## src/rtl/tpc_i2c_target.sv

```systemverilog
`default_nettype none

package tpc_pkg;
   // ****************************************************************
   // Timing
   // ****************************************************************
   localparam int unsigned CLK_HZ          = 25_000_000;
   localparam int unsigned TICK_TIME_US    = 1000;
   localparam int unsigned TICK_CYCLES_DFLT =
      CLK_HZ / 1_000_000 * TICK_TIME_US;
   localparam int unsigned INIT_TIME_MS    = 200;
   localparam int unsigned INIT_TICKS_DFLT =
      INIT_TIME_MS * 1000 / TICK_TIME_US;
   localparam logic [10:0] PHASE_WRAP      = 11'h03E8;
   // ****************************************************************
   // Register map seen through the serial port
   // ****************************************************************
   localparam logic [7:0] REG_MODE     = 8'h00;
   localparam logic [7:0] REG_ACT_FPS  = 8'h01;
   localparam logic [7:0] REG_MON_FPS  = 8'h02;
   localparam logic [7:0] REG_STATUS   = 8'h03;
   localparam logic [7:0] REG_X_HI     = 8'h04;
   localparam logic [7:0] REG_X_LO     = 8'h05;
   localparam logic [7:0] REG_Y_HI     = 8'h06;
   localparam logic [7:0] REG_Y_LO     = 8'h07;
   localparam logic [7:0] ACT_FPS_RST  = 8'h0064;
   localparam logic [7:0] MON_FPS_RST  = 8'h0019;
   // The target address is arbitrary.
   localparam logic [6:0] TARGET_ADDR  = 7'h002A;
   localparam logic [3:0] BITS_PER_BYTE = 4'h0008;
   // ****************************************************************
   // Types
   // ****************************************************************
   typedef enum logic [1:0] {
      MODE_ACTIVE,
      MODE_MONITOR,
      MODE_HIBERNATE
   } tpc_mode_t;
   typedef enum logic [2:0] {
      I2C_IDLE,
      I2C_ADDR,
      I2C_AACK,
      I2C_WRITE,
      I2C_WACK,
      I2C_READ,
      I2C_RACK
   } tpc_i2c_state_t;
endpackage : tpc_pkg

module tpc_i2c_target
(
   input  wire logic       clk,
   input  wire logic       rst_n,
   input  wire logic       enable,
   input  wire logic       scl,
   input  wire logic       sda,
   output logic            sda_oe,
   output logic            wr_valid,
   output logic            wr_first,
   output logic [7:0]      wr_data,
   output logic            rd_take,
   input  wire logic [7:0] rd_data
);
   import tpc_pkg::*;

   tpc_i2c_state_t st;
   logic           scl_q;
   logic           sda_q;
   logic [7:0]     sh;
   logic [3:0]     cnt;
   logic           is_read;
   logic           first;
   logic           start;
   logic           stop;
   logic           rise;
   logic           fall;

   assign start = scl & scl_q & sda_q & ~sda;
   assign stop  = scl & scl_q & ~sda_q & sda;
   assign rise  = scl & ~scl_q;
   assign fall  = ~scl & scl_q;

   always_ff @(posedge clk)
   begin
      if (!rst_n)
      begin
         scl_q <= 1'b1;
         sda_q <= 1'b1;
      end
      else
      begin
         scl_q <= scl;
         sda_q <= sda;
      end
   end

   // ****************************************************************
   // Byte engine
   // ****************************************************************
   // The port only ever pulls SDA low and never drives SCL.
   always_ff @(posedge clk)
   begin
      if (!rst_n || !enable)
      begin
         st       <= I2C_IDLE;
         sda_oe   <= 1'b0;
         cnt      <= 4'h0;
         sh       <= 8'h00;
         is_read  <= 1'b0;
         first    <= 1'b0;
         wr_valid <= 1'b0;
         wr_first <= 1'b0;
         wr_data  <= 8'h00;
         rd_take  <= 1'b0;
      end
      else
      begin
         wr_valid <= 1'b0;
         rd_take  <= 1'b0;
         if (start)
         begin
            st     <= I2C_ADDR;
            cnt    <= 4'h0;
            sda_oe <= 1'b0;
         end
         else if (stop)
         begin
            st     <= I2C_IDLE;
            sda_oe <= 1'b0;
         end
         else
         begin
            unique case (st)
               I2C_IDLE:
               begin
               end
               I2C_ADDR, I2C_WRITE:
               begin
                  if (rise)
                  begin
                     sh  <= {sh[6:0], sda};
                     cnt <= cnt + 4'h1;
                  end
                  else if (fall && cnt == BITS_PER_BYTE)
                  begin
                     cnt <= 4'h0;
                     if (st == I2C_ADDR)
                     begin
                        if (sh[7:1] == TARGET_ADDR)
                        begin
                           st      <= I2C_AACK;
                           sda_oe  <= 1'b1;
                           is_read <= sh[0];
                           first   <= 1'b1;
                        end
                        else
                        begin
                           st <= I2C_IDLE;
                        end
                     end
                     else
                     begin
                        st       <= I2C_WACK;
                        sda_oe   <= 1'b1;
                        wr_valid <= 1'b1;
                        wr_first <= first;
                        wr_data  <= sh;
                        first    <= 1'b0;
                     end
                  end
               end
               I2C_AACK, I2C_WACK:
               begin
                  if (fall)
                  begin
                     if (st == I2C_AACK && is_read)
                     begin
                        st      <= I2C_READ;
                        sh      <= rd_data;
                        sda_oe  <= ~rd_data[7];
                        rd_take <= 1'b1;
                     end
                     else
                     begin
                        st     <= I2C_WRITE;
                        sda_oe <= 1'b0;
                     end
                  end
               end
               I2C_READ:
               begin
                  if (rise)
                  begin
                     cnt <= cnt + 4'h1;
                  end
                  else if (fall)
                  begin
                     if (cnt == BITS_PER_BYTE)
                     begin
                        st     <= I2C_RACK;
                        sda_oe <= 1'b0;
                        cnt    <= 4'h0;
                     end
                     else
                     begin
                        sda_oe <= ~sh[6];
                        sh     <= {sh[6:0], 1'b0};
                     end
                  end
               end
               I2C_RACK:
               begin
                  if (rise && sda)
                  begin
                     st <= I2C_IDLE;
                  end
                  else if (fall)
                  begin
                     st      <= I2C_READ;
                     sh      <= rd_data;
                     sda_oe  <= ~rd_data[7];
                     rd_take <= 1'b1;
                  end
               end
            endcase
         end
      end
   end

   a_idle_released : assert property (
      @(posedge clk) disable iff (!rst_n)
      (st == I2C_IDLE) |-> !sda_oe)
      else $error("Target drives SDA while idle.");

   a_restart_packet : assert property (
      @(posedge clk) disable iff (!rst_n)
      (start && enable) |=> (st == I2C_ADDR && cnt == 4'h0))
      else $error("Start did not open a new packet.");

   a_write_dir_acks : assert property (
      @(posedge clk) disable iff (!rst_n)
      (st == I2C_AACK && !is_read && fall && enable && !start && !stop)
      |=> (st == I2C_WRITE && !sda_oe))
      else $error("Write direction did not enter write state.");
endmodule : tpc_i2c_target

`default_nettype wire

```

## src/rtl/tpc_mode_ctrl.sv

```systemverilog
`default_nettype none

module tpc_mode_ctrl
#(
   parameter int unsigned TICK_CYCLES = tpc_pkg::TICK_CYCLES_DFLT,
   parameter int unsigned INIT_TICKS  = tpc_pkg::INIT_TICKS_DFLT
)
(
   input  wire logic        MCLK,
   input  wire logic        HOST_RESET_N,
   input  wire logic        SCL_I,
   input  wire logic        SDA_I,
   output logic             SDA_O,
   output logic             SDA_OE,
   output logic             TOUCH_IRQ_N,
   output tpc_pkg::tpc_mode_t MODE,
   output logic             PFE_SCAN_START,
   output logic             PFE_FULL_SCAN,
   output logic             PFE_POWER_DOWN,
   input  wire logic        PFE_DONE,
   input  wire logic        PFE_TOUCH,
   input  wire logic [11:0] PFE_X,
   input  wire logic [11:0] PFE_Y
);
   import tpc_pkg::*;

   tpc_mode_t   mode;
   logic [15:0] tick_cnt;
   logic        ms_tick;
   logic [15:0] init_cnt;
   logic        init_done;
   logic [10:0] phase;
   logic [10:0] next_phase;
   logic [7:0]  act_fps;
   logic [7:0]  mon_fps;
   logic        scan_busy;
   logic        scan_due;
   logic        data_ready;
   logic        touched;
   logic [11:0] x_pos;
   logic [11:0] y_pos;
   logic [7:0]  ptr;
   logic [7:0]  rd_data;
   logic        port_en;
   logic        wr_valid;
   logic        wr_first;
   logic [7:0]  wr_data;
   logic        rd_take;
   logic        done_ok;
   logic        reg_wr;

   assign MODE           = mode;
   assign SDA_O          = 1'b0;
   assign PFE_FULL_SCAN  = (mode == MODE_ACTIVE);
   assign PFE_POWER_DOWN = (mode == MODE_HIBERNATE);
   // A finished scan is only honoured while one is outstanding.
   assign done_ok        = PFE_DONE && scan_busy;
   assign reg_wr         = wr_valid && !wr_first;

   // ****************************************************************
   // Serial port
   // ****************************************************************
   // The port is held shut until start-up is over, which also covers
   // stray traffic during the reset interval.
   assign port_en = (mode == MODE_ACTIVE) && init_done;

   tpc_i2c_target u_port
   (
      .clk      (MCLK),
      .rst_n    (HOST_RESET_N),
      .enable   (port_en),
      .scl      (SCL_I),
      .sda      (SDA_I),
      .sda_oe   (SDA_OE),
      .wr_valid (wr_valid),
      .wr_first (wr_first),
      .wr_data  (wr_data),
      .rd_take  (rd_take),
      .rd_data  (rd_data)
   );

   // ****************************************************************
   // Millisecond tick and start-up delay
   // ****************************************************************
   // The tick stops in hibernate so nothing moves while powered down.
   always_ff @(posedge MCLK)
   begin
      if (!HOST_RESET_N)
      begin
         tick_cnt <= 16'h0000;
         ms_tick  <= 1'b0;
      end
      else if (mode == MODE_HIBERNATE)
      begin
         ms_tick <= 1'b0;
      end
      else if (tick_cnt == 16'(TICK_CYCLES - 1))
      begin
         tick_cnt <= 16'h0000;
         ms_tick  <= 1'b1;
      end
      else
      begin
         tick_cnt <= tick_cnt + 16'h0001;
         ms_tick  <= 1'b0;
      end
   end

   always_ff @(posedge MCLK)
   begin
      if (!HOST_RESET_N)
      begin
         init_cnt  <= 16'h0000;
         init_done <= 1'b0;
      end
      else if (ms_tick && !init_done)
      begin
         init_cnt <= init_cnt + 16'h0001;
         if (init_cnt == 16'(INIT_TICKS - 1))
         begin
            init_done <= 1'b1;
         end
      end
   end

   // ****************************************************************
   // Frame pacing
   // ****************************************************************
   // Each tick adds the frame rate to a phase; a wrap at one thousand
   // gives exactly that many frames per second without a divider.
   always_comb
   begin
      next_phase = phase + ((mode == MODE_ACTIVE) ? {3'b000, act_fps}
                                                  : {3'b000, mon_fps});
      scan_due   = 1'b0;
      if (next_phase >= PHASE_WRAP)
      begin
         next_phase = next_phase - PHASE_WRAP;
         scan_due   = 1'b1;
      end
   end

   always_ff @(posedge MCLK)
   begin
      if (!HOST_RESET_N)
      begin
         phase <= 11'h000;
      end
      else if (ms_tick && init_done)
      begin
         phase <= next_phase;
      end
   end

   // A frame that falls due while the previous scan still runs is
   // dropped rather than queued, so a slow front end lowers the rate.
   always_ff @(posedge MCLK)
   begin
      if (!HOST_RESET_N || mode == MODE_HIBERNATE)
      begin
         PFE_SCAN_START <= 1'b0;
         scan_busy      <= 1'b0;
      end
      else
      begin
         PFE_SCAN_START <= 1'b0;
         if (ms_tick && init_done && scan_due && !scan_busy)
         begin
            PFE_SCAN_START <= 1'b1;
            scan_busy      <= 1'b1;
         end
         else if (PFE_DONE)
         begin
            scan_busy <= 1'b0;
         end
      end
   end

   // ****************************************************************
   // Operating mode
   // ****************************************************************
   // Only reset leaves hibernate; the sync reset is the wake path.
   always_ff @(posedge MCLK)
   begin
      if (!HOST_RESET_N)
      begin
         mode <= MODE_ACTIVE;
      end
      else if (mode == MODE_MONITOR && done_ok && PFE_TOUCH)
      begin
         mode <= MODE_ACTIVE;
      end
      else if (reg_wr && ptr == REG_MODE && wr_data[1:0] != 2'b11)
      begin
         mode <= tpc_mode_t'(wr_data[1:0]);
      end
   end

   always_ff @(posedge MCLK)
   begin
      if (!HOST_RESET_N)
      begin
         act_fps <= ACT_FPS_RST;
         mon_fps <= MON_FPS_RST;
      end
      else if (reg_wr && ptr == REG_ACT_FPS)
      begin
         act_fps <= wr_data;
      end
      else if (reg_wr && ptr == REG_MON_FPS)
      begin
         mon_fps <= wr_data;
      end
   end

   // ****************************************************************
   // Register pointer and read data
   // ****************************************************************
   always_ff @(posedge MCLK)
   begin
      if (!HOST_RESET_N)
      begin
         ptr <= 8'h00;
      end
      else if (wr_valid && wr_first)
      begin
         ptr <= wr_data;
      end
      else if (reg_wr || rd_take)
      begin
         ptr <= ptr + 8'h01;
      end
   end

   always_comb
   begin
      unique case (ptr)
         REG_MODE:    rd_data = {6'b000000, mode};
         REG_ACT_FPS: rd_data = act_fps;
         REG_MON_FPS: rd_data = mon_fps;
         REG_STATUS:  rd_data = {6'b000000, touched, data_ready};
         REG_X_HI:    rd_data = {4'h0, x_pos[11:8]};
         REG_X_LO:    rd_data = x_pos[7:0];
         REG_Y_HI:    rd_data = {4'h0, y_pos[11:8]};
         REG_Y_LO:    rd_data = y_pos[7:0];
         default:     rd_data = 8'h00;
      endcase
   end

   // ****************************************************************
   // Touch data and interrupt
   // ****************************************************************
   // Only full scans in active mode deliver coordinates; the monitor
   // presence check carries no position.  An empty frame keeps the last
   // coordinates, so a host still reading them never sees them replaced
   // by the noise of a frame without a touch.
   always_ff @(posedge MCLK)
   begin
      if (!HOST_RESET_N)
      begin
         x_pos   <= 12'h000;
         y_pos   <= 12'h000;
         touched <= 1'b0;
      end
      else if (done_ok && mode == MODE_ACTIVE)
      begin
         touched <= PFE_TOUCH;
         if (PFE_TOUCH)
         begin
            x_pos <= PFE_X;
            y_pos <= PFE_Y;
         end
      end
   end

   // A new scan result wins over the read that clears the flag.
   always_ff @(posedge MCLK)
   begin
      if (!HOST_RESET_N)
      begin
         data_ready <= 1'b0;
      end
      else if (done_ok && mode == MODE_ACTIVE && PFE_TOUCH)
      begin
         data_ready <= 1'b1;
      end
      else if (rd_take && ptr == REG_Y_LO)
      begin
         data_ready <= 1'b0;
      end
   end

   always_ff @(posedge MCLK)
   begin
      if (!HOST_RESET_N)
      begin
         TOUCH_IRQ_N <= 1'b1;
      end
      else
      begin
         TOUCH_IRQ_N <= !(data_ready && init_done && mode == MODE_ACTIVE);
      end
   end

   // ****************************************************************
   // Checks
   // ****************************************************************
   a_reset_active : assert property (
      @(posedge MCLK)
      !HOST_RESET_N |=> (mode == MODE_ACTIVE && !init_done && TOUCH_IRQ_N))
      else $error("Reset did not restart in active mode.");

   a_monitor_wake : assert property (
      @(posedge MCLK) disable iff (!HOST_RESET_N)
      (mode == MODE_MONITOR && done_ok && PFE_TOUCH)
      |=> (mode == MODE_ACTIVE))
      else $error("Monitor touch did not wake to active.");

   a_port_closed : assert property (
      @(posedge MCLK) disable iff (!HOST_RESET_N)
      (mode != MODE_ACTIVE)[*2] |-> !SDA_OE)
      else $error("Serial port answered outside active mode.");

   a_hib_silent : assert property (
      @(posedge MCLK) disable iff (!HOST_RESET_N)
      (mode == MODE_HIBERNATE)
      |=> (mode == MODE_HIBERNATE && !PFE_SCAN_START && !ms_tick))
      else $error("Hibernate reacted to something other than reset.");

   a_irq_on_data : assert property (
      @(posedge MCLK) disable iff (!HOST_RESET_N)
      (data_ready && init_done && mode == MODE_ACTIVE) |=> !TOUCH_IRQ_N)
      else $error("Ready touch data raised no interrupt.");

   a_init_quiet : assert property (
      @(posedge MCLK) disable iff (!HOST_RESET_N)
      !init_done |-> (TOUCH_IRQ_N && !PFE_SCAN_START && !port_en))
      else $error("Activity before start-up finished.");

   a_irq_gated : assert property (
      @(posedge MCLK) disable iff (!HOST_RESET_N)
      (mode != MODE_ACTIVE || !data_ready) |=> TOUCH_IRQ_N)
      else $error("Interrupt asserted without data or outside active.");

   a_scan_on_tick : assert property (
      @(posedge MCLK) disable iff (!HOST_RESET_N)
      PFE_SCAN_START |-> ($past(ms_tick) && $past(scan_due) && scan_busy))
      else $error("Scan started off the frame pacing.");

   a_monitor_nocap : assert property (
      @(posedge MCLK) disable iff (!HOST_RESET_N)
      (mode == MODE_MONITOR && PFE_DONE)
      |-> (!PFE_FULL_SCAN ##1 ($stable(x_pos) && $stable(y_pos))))
      else $error("Monitor scan captured coordinates.");
endmodule : tpc_mode_ctrl

`default_nettype wire

```

## config.mk

```make
export PLATFORM = sky130hd
export DESIGN_NAME = tpc_mode_ctrl
export DESIGN_NICKNAME = d
export VERILOG_FILES = /design/src/rtl/tpc_i2c_target.sv /design/src/rtl/tpc_mode_ctrl.sv
export SDC_FILE = /design/constraint.sdc
export NUM_CORES = 1
export LEC_CHECK = 0
export BUFFER_PORTS_ARGS = -buffer_cell sky130_fd_sc_hd__buf_2
export CAP_MARGIN = 20
export CORE_ASPECT_RATIO = 1.25
export CORE_UTILIZATION = 61
export DETAILED_ROUTE_END_ITERATION = 10
export PLACE_DENSITY = 0.77
export SLEW_MARGIN = 30
export SYNTH_ARGS = -nofsm -noshare
export SYNTH_HDL_FRONTEND = slang
export SYNTH_HIERARCHICAL = 1
export SYNTH_SLANG_ARGS = --single-unit
export TNS_END_PERCENT = 30
```

## constraint.sdc

```tcl
create_clock -name MCLK -period 5.5 [get_ports MCLK]
set_clock_uncertainty 0.05 [all_clocks]
set_input_delay 0.275 -clock MCLK [delete_from_list [all_inputs] [get_ports MCLK]]
set_output_delay 0.275 -clock MCLK [all_outputs]
set_load 0.01 [all_outputs]
```

; ---- After elaboration in Yosys (flattened, before gate mapping)
; Cells that the tools add are included.
[op_classes]
eq_ne = 44
n_lt_le_gt_ge = 1
reduce_logical = 57
bitwise = 21
addsub = 6
mux = 61
[ops]
columns = operator, n
row1 = $mux W8, 11
row2 = $pmux W8 S8, 1
row3 = $add A16 B1 Y16 const B, 2
row4 = $eq A8 B3 Y1 const B, 4
row5 = $pmux W8 S4, 1
row6 = $mux W3, 10
row7 = $mux W1, 26
row8 = $logic_and A1 B1 Y1, 22
row9 = $mux W4, 5
row10 = $eq A16 B15 Y1 const B, 1
row11 = $eq A16 B8 Y1 const B, 1
row12 = $eq A8 B2 Y1 const B, 2
row13 = $mux W16, 1
row14 = $ne A4 B1 Y1 const B, 4
row15 = $reduce_and A8 Y1, 2
row16 = $ne A2 B1 Y1 const B, 7
row17 = $not A1 Y1, 14
row18 = $ne A2 B2 Y1 const B, 6
row19 = $ne A3 B1 Y1 const B, 4
row20 = $pmux W3 S4, 1
row21 = $reduce_and A6 Y1, 2
row22 = $add A11 B8 Y11, 1
row23 = $ge A11 B10 Y1 const B, 1
row24 = $mux W11, 1
row25 = 34 further kinds, 60
[word_totals]
wordCells = 219
register_bits = 131
output_inout_bits = 8

; ---- Logic depth before layout (Yosys ltp)
[logic_depth]
word_depth = 8
ltp_mapped = 17
ltp_nobuf = 15

; ---- By module
; The synthesis kept the hierarchy.
[modules_own_cells]
columns = module, n_inst, area_each_um2, seq_area_each_um2, cells_per_inst
row1 = tpc_mode_ctrl, 1, 5180.0, 2001.9, 642
row2 = tpc_i2c_target, 1, 1776.7, 620.6, 201

; ---- Least setup slack after synthesis
; No wires, ideal clock.
[synth_timing]
path_kind = reg-to-reg
startpoint = register mode[1] (netlist: MODE[1])
endpoint = register phase[6]
setup_slack_ns = 1.493
setup_time_ns = 0.062
path_stages_with_launch = 18
required_time_ns = 5.388
period_less_slack_ns = 4.007
n_path_buf = 2
arrival_ns = 3.895
path_cell_list = dfxtp_1 nor2_1 buf_1 mux2_2 ha_1 inv_1 fa_1 and2b_1 o22a_1 xor2_1 inv_1 ha_1 o31ai_4 a41oi_1 a211o_1 buf_6 or4b_1 nand3_1
[synth_between]
elab_chain_cells = 5
[synth_lines]
columns = element, line_no
row1 = from (decl), tpc_mode_ctrl.sv:27  ; tpc_mode_t mode;
row2 = from (signal assigned), tpc_mode_ctrl.sv:195  ; mode <= tpc_mode_t'(wr_data[1:0]);
row3 = $logic_not A2 Y1 (*), n/a
row4 = named net PFE_FULL_SCAN, tpc_mode_ctrl.sv:18  ; output logic PFE_FULL_SCAN,
row5 = $mux W8 (*), tpc_mode_ctrl.sv:133  ; next_phase = phase + ((mode == MODE_ACTIVE) ? {3'b000, act_fps}
row6 = $add A11 B8 Y11 (*), tpc_mode_ctrl.sv:133
row7 = $sub A11 B10 Y11 / $ge A11 B10 Y1 (equally long branches), "tpc_mode_ctrl.sv:138, tpc_mode_ctrl.sv:136"
row8 = $mux W11 (*), tpc_mode_ctrl.sv:136  ; if (next_phase >= PHASE_WRAP)
row9 = to (signal assigned), tpc_mode_ctrl.sv:151  ; phase <= next_phase;
row10 = to (decl), tpc_mode_ctrl.sv:32  ; logic [10:0] phase;
; The timed path passes the listed nets; every way through them passes the cells marked *.
; A chain may end at the register's enable or synchronous reset.

; ---- Worst setup path in the final report
[layout_timing]
startpoint = register mode[1] (netlist: MODE[1])
endpoint = register phase[6]
[layout_between]
elab_chain_cells = 5
[layout_lines]
columns = element, line_no
row1 = $logic_not A2 Y1 (*), tpc_mode_ctrl.sv:133
row2 = $mux W8 (*), tpc_mode_ctrl.sv:133
row3 = $add A11 B8 Y11 (*), tpc_mode_ctrl.sv:133
row4 = $sub A11 B10 Y11 / $ge A11 B10 Y1 (equally long branches), "tpc_mode_ctrl.sv:138, tpc_mode_ctrl.sv:136"
row5 = $mux W11 (*), tpc_mode_ctrl.sv:136
; Every way passes the cells marked *; elsewhere a longest branch is shown, timed or not.

==> results.md <==
* Number of hold buffers added after cts at 0
* Leading cell type in the layout, fill and taps excluded: dfxtp_1
* Ports placed on the boundary at 38
* Status: finished, final reports clean
* Net switching power figure at 0.458 mW
* Fill cell instance count of the final layout at 912
* Area growth from synthesis to final layout at 10.6%
* Dominant cell type by area after synthesis: dfxtp_1
* Headroom to the max-slew limit at 32.5%
* Capture endpoint of the worst hold path: y_pos[0]
* Total grt overflow at 0
* Adder and majority cell fraction of the synthesized area at 3.88%
* Fraction of registers with async set or reset after synthesis at 0%
* Most frequent cells in the layout: dfxtp_1 (131), nand2_1 (110), nor2_1 (89)
* Depth of the most critical reg-to-reg path at 16
* Number of vias per cell at 6.22
* Worst vdd ir at 0.167 mV
* Core Footprint at 11100 um2
* Antenna violations before repair at 0
* IO Port Bufs at 36
* Internal power consumption at 1.66 mW
* CTS Buffer Depth at 2
* Clock tree from TritonCTS: built
* Final setup violating endpoints at 0
* Net switching fraction of the power at 21.6%
* Synth top area cells: dfxtp_1 (38%), nand2_1 (5.9%), a21oi_1 (5.3%)
* Reg2reg start: MODE[1]
* Die width at 97.5 um
* R2r setup slk at 1.39 ns
* Share of the synthesized area in compound gates (AO/OA/AOI/OAI) at 18.7%
* Endpoint of the worst-slack reg-to-reg timing path: phase[6]
* Total negative setup slack at 0 ns
* Xor-xnor portion of the synthesized cell area at 5.14%
* GR Util All Layers at 29.4%
* Top cell type's share of synthesized area at 37.7%
* Number of max-cap violations at 0
* Ant diodes at 0
* Simple-Gate Fraction of Synth Area at 24.3%
* CTS sink cnt at 131
* Number of buffers added by the clock tree synthesis step at 17
* First-pass GRT wire length at 28000 um
* Iteration-0 DRC count of the detailed router at 382
* Share of cells above drive strength 1 at 11.7%
* Flip-flop cell with the highest count after synthesis: dfxtp_1
* Number of H-tree levels at 4
* Cells after synthesis at 843
* Transition time at the pin with the least slew margin at 1.01 ns
* HPWL reported at the end of detailed placement at 11900 um
* Detailed-route via count at 6217
* Hold Path Depth at 3
* Number of hold violations in the final report at 0
* Insertion delay to the later sink of the worst-skew pair at 0.41 ns
* Average wire length per cell after detail routing at 16.8 um
* Setup repair after global routing missed its margin: no
* Power per cell area at 276 nW/um2
* Type of the tightest min-delay check: input port to flop
* Synthesized area divided by synthesized cell count at 8.25 um2
* Netlist cell types at 75
* Die outline area at 11800 um2
* Number of nets in the layout at 902
* Count of final max-slew check failures at 0
* Detailed Routing Iterations Pass 1 at 5
* Most used routing layer in global routing: met2
* Remaining antenna violation count at 0
* Capturing element type of the critical path: flop
* Multiplexer share of the synthesized area at 5.94%
* Main combinational cell family by area after synthesis: simple AND/OR/NAND/NOR gates
* Netlist area before placement at 6960 um2
* Resized cells post-CTS at 0
* Final Wtd Congestion at 0.909
* Start-to-end type of the worst setup path: flop to flop
* Tmin final at 4.11 ns
* Share of power burned in combinational logic at 2.4%
* WP data arrival at 4.42 ns
* Starting utilization of the core area at 62.8%
* Clock edge transition at the registers on the reported setup and hold paths at 0.06 ns
* Maximum frequency from static timing analysis at 243 MHz
* Final instance area at 7690 um2
* Launching element type of the critical path: flop
* Number of warnings issued by yosys at 6
* Via count of the first global-routing pass at 6013
* Cell at the root of the clock tree: clkbuf_16
* Portion of total power attributed to the clock network at 52.4%
* Final design utilization at 69.4%
* Chip Height at 121 um
* Startpoint of the most critical hold path: PFE_Y[0]
* Lkg Pwr at 2.81 nW
* Number of placement rows at 43
* Global routing usage on met2 at 50.9%
* Maximum net fanout on the critical path at 11
* Endpoint required time on the critical path at 5.81 ns
* Global-route met1 utilization at 34.7%
* Sequential share of the synthesized area at 37.7%
* Setup fix buffers added after clock tree synthesis at 0
* Sequential cell fraction of total power at 45.2%
* Met3 layer usage reported by global route at 5.30%
* Number of storage elements in the synthesis netlist at 131
* DRC viols at 0
* Largest net degree at the start of global routing at 51
* Placed instance area at 7100 um2
* Number of flops mapped to enable cells by yosys at 0
* Overall routed net length at 16800 um
* Net count of the mapped netlist at 894
* Share of the clock period used by the worst path after layout at 74.7%
cell type report:
| type | count | area (um2) | share of cell area [%] |
|---|---|---|---|
| tap | 135 | 169 | 2.20 |
| clock inverter | 12 | 133 | 1.72 |
| inverter | 17 | 63.8 | 0.830 |
| sequential | 131 | 2620 | 34.1 |
| timing repair buffer | 39 | 203 | 2.64 |
| clock buffer | 20 | 457 | 5.94 |
| multi-input combinational | 645 | 4040 | 52.6 |
synthesized netlist by cell type, drive strengths merged, types with 13 or more instances:
master,count
a211oi,16
a21oi,74
a22oi,20
buf,14
clkbuf,36
dfxtp,131
ha,20
inv,17
mux2i,30
nand2,110
nand3,39
nand4,16
nor2,90
nor3,13
o21ai,29
xnor2,14
xor2,26
state kept, by name, summed over array words and instances, names as in the netlist, 8 cells and up:
name	cells
init_cnt	16
tick_cnt	16
x_pos	12
y_pos	12
phase	11
act_fps	8
mon_fps	8
ptr	8
u_port/sh	8
u_port/wr_data	8
critical path, cell delays in order, from the launching register on:
cell and delay, ns:
dfxtp_1 0.46, nor2_1 0.08, buf_4 0.18, mux2_2 0.23
ha_1 0.18, inv_1 0.06, fa_1 0.39, and2b_1 0.27
o22a_1 0.16, xor2_1 0.28, inv_1 0.12, ha_1 0.28
o31ai_4 0.10, nand4_1 0.17, a211o_1 0.43, or4b_1 0.51
nand3_1 0.09
metal layers:
| layer | wire length, um | vias up |
|---|---|---|
| met3 | 768 | 50 |
| met1 | 6950 | 2934 |
| met4 | 633 | 0 |
| met5 | 0 | - |
| li1 | - | 3031 |
| met2 | 8450 | 202 |
kinds of logic after synthesis:
family                   Yosys count
AO/OA/AOI/OAI                    193
XOR/XNOR                          40
adder cells (fa/ha/maj)           21
buffers and inverters             67
flip-flops                       131
multiplexers                      40
other                              1
AND/OR/NAND/NOR                  350
through the flow:
stage / setup slack, ns / power (mW) / instances / hold WS [ns]
global placement: 1.55 / 1.03 / 967 / 0.393
finish: 1.39 / 2.12 / 999 / 0.0475
detailed placement: 1.43 / 1.03 / 967 / 0.400
CTS: 1.39 / 2.14 / 999 / 0.0351
floorplan: 1.49 / 1.01 / 843 / 0.287
global route: 1.12 / 2.19 / 999 / 0.0505
how the worst max path moves through the flow:
stage | start | to | slack [ns]
after floorplan | MODE[1] | phase[6] | 1.49
after global placement | MODE[1] | phase[6] | 1.55
after detailed placement | MODE[0] | phase[6] | 1.43
after CTS | MODE[0] | phase[6] | 1.39
after global routing | MODE[1] | phase[6] | 1.12
final | MODE[1] | phase[6] | 1.39
power by group through the flow:
stage / sequential (mW) / clock [mW] / combinational, mW
after detailed placement: 0.980 / 0 / 0.0503
final: 0.959 / 1.11 / 0.0510
after global placement: 0.979 / 0 / 0.0478
after floorplan: 0.976 / 0 / 0.0365
after CTS: 0.959 / 1.13 / 0.0506
after global routing: 0.959 / 1.17 / 0.0569
Power figures use the tool's default switching activity.
